===== config.mk =====
export PLATFORM = sky130hd
export DESIGN_NAME = pdc_channel_regs
export DESIGN_NICKNAME = d
export VERILOG_FILES = /design/src/hdl/pdc_pkg.sv /design/src/hdl/pdc_channel_regs.sv
export SDC_FILE = /design/constraint.sdc
export NUM_CORES = 1
export LEC_CHECK = 0
export BUFFER_PORTS_ARGS = -buffer_cell sky130_fd_sc_hd__buf_2
export CORE_UTILIZATION = 40
export DETAILED_ROUTE_END_ITERATION = 10
export REMOVE_ABC_BUFFERS = 1
export SETUP_SLACK_MARGIN = 0.1
export SYNTH_ARGS = -nofsm -noshare
export SYNTH_HDL_FRONTEND = slang
export SYNTH_SLANG_ARGS = --single-unit

===== constraint.sdc =====
create_clock -name clock -period 14.7 [get_ports clock]
set_clock_uncertainty 0.2 [all_clocks]
set_input_delay 0.735 -clock clock [delete_from_list [all_inputs] [get_ports clock]]
set_output_delay 0.735 -clock clock [all_outputs]
set_load 0.005 [all_outputs]

===== src/hdl/pdc_pkg.sv =====
// package: register map, field positions and carrier types of the dma channel registers
package pdc_pkg;
    localparam logic [5:0] OFF_RX_CUR_PTR = 6'h00;
    localparam logic [5:0] OFF_RX_CUR_CNT = 6'h04;
    localparam logic [5:0] OFF_TX_PTR = 6'h08;
    localparam logic [5:0] OFF_TX_CNT = 6'h0c;
    localparam logic [5:0] OFF_RX_NPTR = 6'h10;
    localparam logic [5:0] OFF_RX_NCNT = 6'h14;
    localparam logic [5:0] OFF_TX_NPTR = 6'h18;
    localparam logic [5:0] OFF_TX_NCNT = 6'h1c;
    localparam logic [5:0] OFF_CTRL = 6'h20;
    localparam logic [5:0] OFF_STAT = 6'h24;
    localparam int BIT_RX_EN = 0;
    localparam int BIT_RX_DIS = 1;
    localparam int BIT_TX_EN = 8;
    localparam int BIT_TX_DIS = 9;
    localparam logic [31:0] PTR_RESET = 32'h0000_0000;
    localparam logic [15:0] CNT_RESET = 16'h0000;
    localparam logic [1:0] HTRANS_NONSEQ = 2'h2;
    localparam logic [1:0] SIZE_BYTE = 2'h0;
    localparam logic [1:0] SIZE_HALF = 2'h1;
    localparam logic [1:0] SIZE_WORD = 2'h2;

    // one channel's pointer and counter pair
    typedef struct packed {
        logic [31:0] addr;
        logic [15:0] count;
    } pdc_buf_t;

    // flags returned to the peripheral
    typedef struct packed {
        logic rx_end_flag;
        logic tx_end_flag;
        logic rx_all_full_flag;
        logic tx_all_empty_flag;
    } pdc_flags_t;
endpackage


===== src/hdl/pdc_channel_regs.sv =====
// peripheral dma channel pair: registers, enables, pointer advance and buffer chaining
`timescale 1ns/1ps
module pdc_channel_regs #(
    parameter bit HALF_DUPLEX = 1'b0
) (
    input wire logic clock,
    input wire logic reset,
    input wire logic hsel,
    input wire logic [31:0] haddr,
    input wire logic [1:0] htrans,
    input wire logic hwrite,
    input wire logic [2:0] hsize,
    input wire logic [31:0] hwdata,
    input wire logic hready,
    output logic [31:0] hrdata,
    output logic hreadyout,
    output logic hresp,
    input wire logic rx_item_done,
    input wire logic tx_item_done,
    input wire logic [1:0] item_size,
    output logic rx_req_enable_o,
    output logic tx_req_enable_o,
    output logic [31:0] rx_mem_addr,
    output logic [31:0] tx_mem_addr,
    output pdc_pkg::pdc_flags_t flags
);
    // pointer step per transferred item
    function automatic logic [31:0] step_of(input logic [1:0] sz);
        step_of = (sz == pdc_pkg::SIZE_WORD) ? 32'h0000_0004 :
                  (sz == pdc_pkg::SIZE_HALF) ? 32'h0000_0002 : 32'h0000_0001;
    endfunction

    pdc_pkg::pdc_buf_t rx_cur_q, rx_cur_d, rx_nxt_q, rx_nxt_d;
    pdc_pkg::pdc_buf_t tx_cur_q, tx_cur_d, tx_nxt_q, tx_nxt_d;
    logic rx_en_q, rx_en_d, tx_en_q, tx_en_d;
    logic wr_pend_q;
    logic [5:0] wr_off_q;
    logic [31:0] rdata_q;
    pdc_pkg::pdc_flags_t flags_q;

    // address phase decode
    wire addr_take = hsel && hready && htrans == pdc_pkg::HTRANS_NONSEQ;
    wire [5:0] a_off = haddr[5:0];
    wire wr_ptr_rc = wr_pend_q && wr_off_q == pdc_pkg::OFF_RX_CUR_PTR;
    wire wr_cnt_rc = wr_pend_q && wr_off_q == pdc_pkg::OFF_RX_CUR_CNT;
    wire wr_ptr_tc = wr_pend_q && wr_off_q == pdc_pkg::OFF_TX_PTR;
    wire wr_cnt_tc = wr_pend_q && wr_off_q == pdc_pkg::OFF_TX_CNT;
    wire wr_ptr_rn = wr_pend_q && wr_off_q == pdc_pkg::OFF_RX_NPTR;
    wire wr_cnt_rn = wr_pend_q && wr_off_q == pdc_pkg::OFF_RX_NCNT;
    wire wr_ptr_tn = wr_pend_q && wr_off_q == pdc_pkg::OFF_TX_NPTR;
    wire wr_cnt_tn = wr_pend_q && wr_off_q == pdc_pkg::OFF_TX_NCNT;
    wire wr_ctrl = wr_pend_q && wr_off_q == pdc_pkg::OFF_CTRL;
    // half duplex folds both names onto one storage
    wire hd = HALF_DUPLEX;
    wire w_cur_ptr_rx = wr_ptr_rc || (hd && wr_ptr_tc);
    wire w_cur_ptr_tx = wr_ptr_tc || (hd && wr_ptr_rc);
    wire w_cur_cnt_rx = wr_cnt_rc || (hd && wr_cnt_tc);
    wire w_cur_cnt_tx = wr_cnt_tc || (hd && wr_cnt_rc);
    wire w_nxt_ptr_rx = wr_ptr_rn || (hd && wr_ptr_tn);
    wire w_nxt_ptr_tx = wr_ptr_tn || (hd && wr_ptr_rn);
    wire w_nxt_cnt_rx = wr_cnt_rn || (hd && wr_cnt_tn);
    wire w_nxt_cnt_tx = wr_cnt_tn || (hd && wr_cnt_rn);

    // control bits of the write data
    wire c_rx_en = wr_ctrl && hwdata[pdc_pkg::BIT_RX_EN];
    wire c_rx_dis = wr_ctrl && hwdata[pdc_pkg::BIT_RX_DIS];
    wire c_tx_en = wr_ctrl && hwdata[pdc_pkg::BIT_TX_EN];
    wire c_tx_dis = wr_ctrl && hwdata[pdc_pkg::BIT_TX_DIS];

    // enable update; disables win over enables, zero bits do nothing
    always_comb begin
        rx_en_d = rx_en_q;
        tx_en_d = tx_en_q;
        if (c_rx_en && !c_rx_dis) begin
            rx_en_d = 1'b1;
            if (hd) begin
                tx_en_d = 1'b0;
            end
        end
        if (c_tx_en && !c_tx_dis && !(hd && c_rx_en)) begin
            tx_en_d = 1'b1;
        end
        if (c_rx_dis) begin
            rx_en_d = 1'b0;
            if (hd) begin
                tx_en_d = 1'b0;
            end
        end
        if (c_tx_dis) begin
            tx_en_d = 1'b0;
            if (hd) begin
                rx_en_d = 1'b0;
            end
        end
    end

    // activity: enabled channel with a nonzero count moves an item
    wire rx_go = rx_en_q && rx_item_done && rx_cur_q.count != pdc_pkg::CNT_RESET;
    wire tx_go = tx_en_q && tx_item_done && tx_cur_q.count != pdc_pkg::CNT_RESET;
    wire hd_go = rx_go || tx_go;
    wire rx_step = hd ? hd_go : rx_go;
    wire tx_step = hd ? hd_go : tx_go;
    wire [31:0] step = step_of(item_size);

    // one channel's pointer/count next state; software writes beat hardware steps
    function automatic pdc_pkg::pdc_buf_t cur_next(
        input pdc_pkg::pdc_buf_t cur, input pdc_pkg::pdc_buf_t nxt,
        input logic go, input logic [31:0] stp,
        input logic wp, input logic wc, input logic [31:0] wd);
        pdc_pkg::pdc_buf_t r;
        r = cur;
        if (go) begin
            r.addr = cur.addr + stp;
            r.count = cur.count - 16'h0001;
            if (r.count == pdc_pkg::CNT_RESET && nxt.count != pdc_pkg::CNT_RESET) begin
                r = nxt;
            end
        end
        if (wp) begin
            r.addr = wd;
        end
        if (wc) begin
            r.count = wd[15:0];
        end
        cur_next = r;
    endfunction

    // true when this step empties current and chains in the next pair
    function automatic logic chains(input pdc_pkg::pdc_buf_t cur,
        input pdc_pkg::pdc_buf_t nxt, input logic go);
        chains = go && cur.count == 16'h0001 && nxt.count != pdc_pkg::CNT_RESET;
    endfunction

    wire rx_chain = chains(rx_cur_q, rx_nxt_q, rx_step);
    wire tx_chain = chains(tx_cur_q, tx_nxt_q, tx_step);

    // next pair: written by software, zeroed when copied into current
    always_comb begin
        rx_cur_d = cur_next(rx_cur_q, rx_nxt_q, rx_step, step, w_cur_ptr_rx, w_cur_cnt_rx, hwdata);
        tx_cur_d = cur_next(tx_cur_q, tx_nxt_q, tx_step, step, w_cur_ptr_tx, w_cur_cnt_tx, hwdata);
        rx_nxt_d = rx_nxt_q;
        tx_nxt_d = tx_nxt_q;
        if (rx_chain) begin
            rx_nxt_d = '0;
        end
        if (tx_chain) begin
            tx_nxt_d = '0;
        end
        if (w_nxt_ptr_rx) begin
            rx_nxt_d.addr = hwdata;
        end
        if (w_nxt_cnt_rx) begin
            rx_nxt_d.count = hwdata[15:0];
        end
        if (w_nxt_ptr_tx) begin
            tx_nxt_d.addr = hwdata;
        end
        if (w_nxt_cnt_tx) begin
            tx_nxt_d.count = hwdata[15:0];
        end
    end

    // read mux: unmapped, write-only and reserved bits return zero
    wire [31:0] rd_mux =
        (a_off == pdc_pkg::OFF_RX_CUR_PTR) ? rx_cur_q.addr :
        (a_off == pdc_pkg::OFF_RX_CUR_CNT) ? {16'h0000, rx_cur_q.count} :
        (a_off == pdc_pkg::OFF_TX_PTR) ? tx_cur_q.addr :
        (a_off == pdc_pkg::OFF_TX_CNT) ? {16'h0000, tx_cur_q.count} :
        (a_off == pdc_pkg::OFF_RX_NPTR) ? rx_nxt_q.addr :
        (a_off == pdc_pkg::OFF_RX_NCNT) ? {16'h0000, rx_nxt_q.count} :
        (a_off == pdc_pkg::OFF_TX_NPTR) ? tx_nxt_q.addr :
        (a_off == pdc_pkg::OFF_TX_NCNT) ? {16'h0000, tx_nxt_q.count} :
        (a_off == pdc_pkg::OFF_STAT) ? {23'h000000, tx_en_q, 7'h00, rx_en_q} :
        32'h0000_0000;
    wire rd_hit = addr_take && !hwrite && haddr[31:6] == 26'h0000000;
    wire wr_hit = addr_take && hwrite && haddr[31:6] == 26'h0000000;

    // flags follow the counts, so a nonzero current count write clears them at once
    wire [3:0] flags_d = {rx_cur_d.count == pdc_pkg::CNT_RESET,
                          tx_cur_d.count == pdc_pkg::CNT_RESET,
                          rx_cur_d.count == pdc_pkg::CNT_RESET &&
                          rx_nxt_d.count == pdc_pkg::CNT_RESET,
                          tx_cur_d.count == pdc_pkg::CNT_RESET &&
                          tx_nxt_d.count == pdc_pkg::CNT_RESET};

    // channel state
    always_ff @(posedge clock or posedge reset) begin
        if (reset) begin
            rx_cur_q <= '0;
            tx_cur_q <= '0;
            rx_nxt_q <= '0;
            tx_nxt_q <= '0;
            rx_en_q <= 1'b0;
            tx_en_q <= 1'b0;
            flags_q <= 4'hf;
        end else begin
            rx_cur_q <= rx_cur_d;
            tx_cur_q <= tx_cur_d;
            rx_nxt_q <= rx_nxt_d;
            tx_nxt_q <= tx_nxt_d;
            rx_en_q <= rx_en_d;
            tx_en_q <= tx_en_d;
            flags_q <= flags_d;
        end
    end

    // bus slave: zero wait states, write data used in the data phase
    // hsize is not decoded: every register is one whole word, so narrow
    // writes land as full words; software must stick to word accesses
    always_ff @(posedge clock or posedge reset) begin
        if (reset) begin
            wr_pend_q <= 1'b0;
            wr_off_q <= 6'h00;
            rdata_q <= 32'h0000_0000;
        end else begin
            wr_pend_q <= wr_hit;
            wr_off_q <= a_off;
            rdata_q <= rd_hit ? rd_mux : 32'h0000_0000;
        end
    end

    // outputs: read data and channel state straight from their registers
    assign hrdata = rdata_q;
    assign hreadyout = 1'b1; // constant, never a wait state
    assign hresp = 1'b0; // always okay
    assign rx_req_enable_o = rx_en_q;
    assign tx_req_enable_o = tx_en_q;
    assign rx_mem_addr = rx_cur_q.addr;
    assign tx_mem_addr = tx_cur_q.addr;
    assign flags = flags_q;
endmodule


==> flow_summary.json <==
{
  "status": "finished, final reports clean",
  "crit_fanout": 42,
  "crit_path_start_kind": "flip-flop",
  "rsz0062_at_grt": "no",
  "synth-edff-count": 0,
  "die_width_um": 195,
  "synth_top_family_by_area": "compound AO/OA/AOI/OAI gates",
  "postCtsSetupRepairBufs": 0,
  "hold_viol_final": 0,
  "drtAntennaViolNets": 0,
  "clk_pin_slew_ns": 0.06,
  "synth_cell_type_count": 88,
  "overflow": 0,
  "layout-drive-gt1-share_pct": 15.6,
  "ys_seq_elements": 237,
  "grt_max_degree": 117,
  "synthAdderAreaFrac_pct": 1.28,
  "nNetsFinal": 1975,
  "wl_per_cell_um": 24.4,
  "synth_mux_area_share_pct": 1.70,
  "cts-root-buf": "clkbuf_16",
  "cts_tree": "yes",
  "comb_power_share_pct": 5.9,
  "gp_congestion": 0.967,
  "yosysTopAreaCell": "dfrtp_1",
  "required_ns": 14.92,
  "io-pin-count": 182,
  "grt_pass1_wl_mm": 87.7,
  "power_density_nw_per_um2": 87.3,
  "sw_frac_of_total_pct": 24.9,
  "die_y_um": 195,
  "clkPwrFrac_pct": 47.7,
  "syn_inst": 1875,
  "seqPwrFrac_pct": 46.4,
  "tns_ns": 0,
  "synth_common_cells": "nand2_1, dfrtp_1, o21ai_0",
  "yosysSeqAreaShare_pct": 39.8,
  "synth_xor_area_share_pct": 2.06,
  "grt_util_all_layers_pct": 30.1,
  "antenna_found_initial": 0,
  "io_buffers": 176,
  "cp_slowest_stage_delay_ns": 0.80,
  "hpwl_mm": 39.1,
  "critPathKind": "flip-flop to flip-flop",
  "crit_path_frequent_cell": "nor4_1",
  "intPower_mw": 1.08,
  "core_um2": 36600,
  "areaGrowthSynthToFinish_pct": 10.1,
  "synth.avg_cell_area_um2": 7.95,
  "cts_resized": 0,
  "drt_pass1_iterations": 6,
  "antennaDiodeCount": 0,
  "cts_buffer_depth": 3,
  "cts_buffers": 28,
  "die_area_um2": 38100,
  "synthArstFlopShare_pct": 100,
  "crit_buf_inv": 2,
  "viasPerCell": 6.27,
  "switchingPower_uw": 356,
  "crit_path_start": "tx_cur_q[0]$_DFF_PP0_",
  "cts_max_level": 1,
  "grt_pass1_vias": 13900,
  "p_leak_nw": 7.09,
  "synth-main-ff-cell": "dfrtp_1",
  "layout_setup_ws_ns": 9.76,
  "critPathTopFamily": "simple AND/OR/NAND/NOR gates",
  "period_minus_slack_ns": 4.94,
  "path_cells": "inv_1 -> ha_1 -> nor3b_1 -> and4_1 -> nor2_2 -> buf_4 -> o311ai_0 -> nand4_1 -> and3_1 -> nor4_1 -> o2111ai_1 -> nor4_1",
  "start_util_pct": 40.7,
  "period_share_pct": 33.6,
  "netlist_area_um2": 14900,
  "drc": 0,
  "hold_class": "primary input to async pin",
  "netlist_top_cells_area": "dfrtp_1, nand2_1, o21ai_0",
  "tightest_slew_ns": 1.19,
  "slowest_stage": "nor3b_1",
  "endpoint_kind": "flip-flop",
  "r2r_end": "flags[0]$_DFF_PP1_",
  "power_mw": 1.43,
  "clk_latency_ns": 0.56,
  "drv_slew": 0,
  "synth_simple_gate_area_share_pct": 23.3,
  "critPathArrivalTime_ns": 5.16,
  "rows": 70,
  "yosysWarnings": 0,
  "yosys.area.top_type_share_pct": 39.1,
  "reg2reg_from": "tx_cur_q[0]$_DFF_PP0_",
  "reg2reg_depth": 12,
  "r2r_slack_ns": 9.76,
  "cts.sinks": 237,
  "fmax_ghz": 0.202,
  "synth_most_common_cell": "nand2_1",
  "drv_cap": 0,
  "synth-compound-area-share_pct": 23.7,
  "hold_buffers": 0,
  "routed_wl_mm": 57.8,
  "vias": 14900,
  "drt-initial-drc-count": 1866,
  "ir_drop_uv": 93.1,
  "max_slew_margin_pct": 20.1,
  "dp_slack_ns": 9.94,
  "setup_viol": 0
}
==> cells by family (layout without fill, tap and decap cells) <==
kind of cell	count (synthesis)	in the layout
and+or+nand+nor	742	742
AOI/OAI and AO/OA	574	574
buffers and inverters	247	273
DFF	237	237
xor gates and xnor gates	35	35
muxes	24	24
adders and majority gates	14	14
other	2	2
==> worst max-delay path by stage <==
stage                               end  slack, ns  depth (start not counted)
floorplan           hrdata[0]$_DFF_PP0_       7.27                          1
global placement     flags[0]$_DFF_PP1_       9.96                         12
detailed placement   flags[0]$_DFF_PP1_       9.94                         12
CTS                  flags[0]$_DFF_PP1_       9.88                         12
global route         flags[0]$_DFF_PP1_       9.38                         12
finish               flags[0]$_DFF_PP1_       9.76                         12
==> metal layers <==
layer  GRT usage [%]  wire (um)
met5               0          0
met4            12.6       2400
met2            44.4      24800
met1            44.1      25100
met3            4.21       5570
==> worst reg2reg max path: cells and delay by family (launching register included) <==
family	cells	cell delay, ns
buffers and inverters	2	0.46
flip-flops	1	0.48
adder cells (fa/ha/maj)	1	0.26
AND/OR/NAND/NOR	7	2.46
AO/OA/AOI/OAI	2	0.93
==> metrics by stage <==
stage / cell area, um^2 / cells / hold slack, ns / utilization, %
floorplan: 13800 / 1652 / 0.291 / -
global placement: 15500 / 2321 / 0.334 / 42.4
detailed placement: 15500 / 2321 / 0.338 / 42.4
CTS: 16400 / 2369 / 0.109 / 44.9
global route: 16400 / 2369 / 0.112 / 44.9
finish: 16400 / 2369 / 0.123 / 44.9
==> registers in the layout, indices dropped and copies added, names as in the netlist <==
| signal | flops |
|---|---|
| flags | 4 |
| hrdata | 32 |
| rx_cur_q | 16 |
| rx_mem_addr | 32 |
| rx_nxt_q | 48 |
| rx_req_enable_o | 1 |
| tx_cur_q | 16 |
| tx_mem_addr | 32 |
| tx_nxt_q | 48 |
| tx_req_enable_o | 1 |
| wr_off_q | 6 |
| wr_pend_q | 1 |
==> placed cells by master (no fill, tap or decap), drive strengths merged, types with 6 or more instances in the layout <==
cell / instances
a31oi: 16
nand4: 30
nand2: 319
nand3: 41
nand2b: 12
or3: 16
a221oi: 6
o31ai: 12
mux2i: 13
ha: 12
a221o: 11
nor4: 27
clkbuf: 38
buf: 201
o21ai: 198
a21oi: 144
a41oi: 8
xnor2: 23
clkinv: 8
a211oi: 45
or4: 16
o22ai: 40
a222oi: 20
a21o: 31
and2: 11
mux2: 11
nor4b: 6
o211ai: 10
dfrtp: 233
xor2: 12
and3: 18
nor2: 161
inv: 24
nor3: 54
==> power groups by stage <==
| stage | clock, mW | sequential (mW) | combinational, mW |
|---|---|---|---|
| after floorplan | 0 | 0.673 | 0.0382 |
| after global placement | 0 | 0.676 | 0.0829 |
| after detailed placement | 0 | 0.676 | 0.0833 |
| after CTS | 0.693 | 0.664 | 0.0835 |
| after global routing | 0.714 | 0.665 | 0.0911 |
| final | 0.684 | 0.665 | 0.0846 |
==> cell type report <==
type,count,area (um^2)
fill,3634,20200
multi-input combinational,1391,7850
sequential,237,5940
timing repair buffer,201,1070
clock buffer,38,798
tap,468,586
inverter,24,97.6
clock inverter,10,92.6
(Power assumes the default switching activity.)
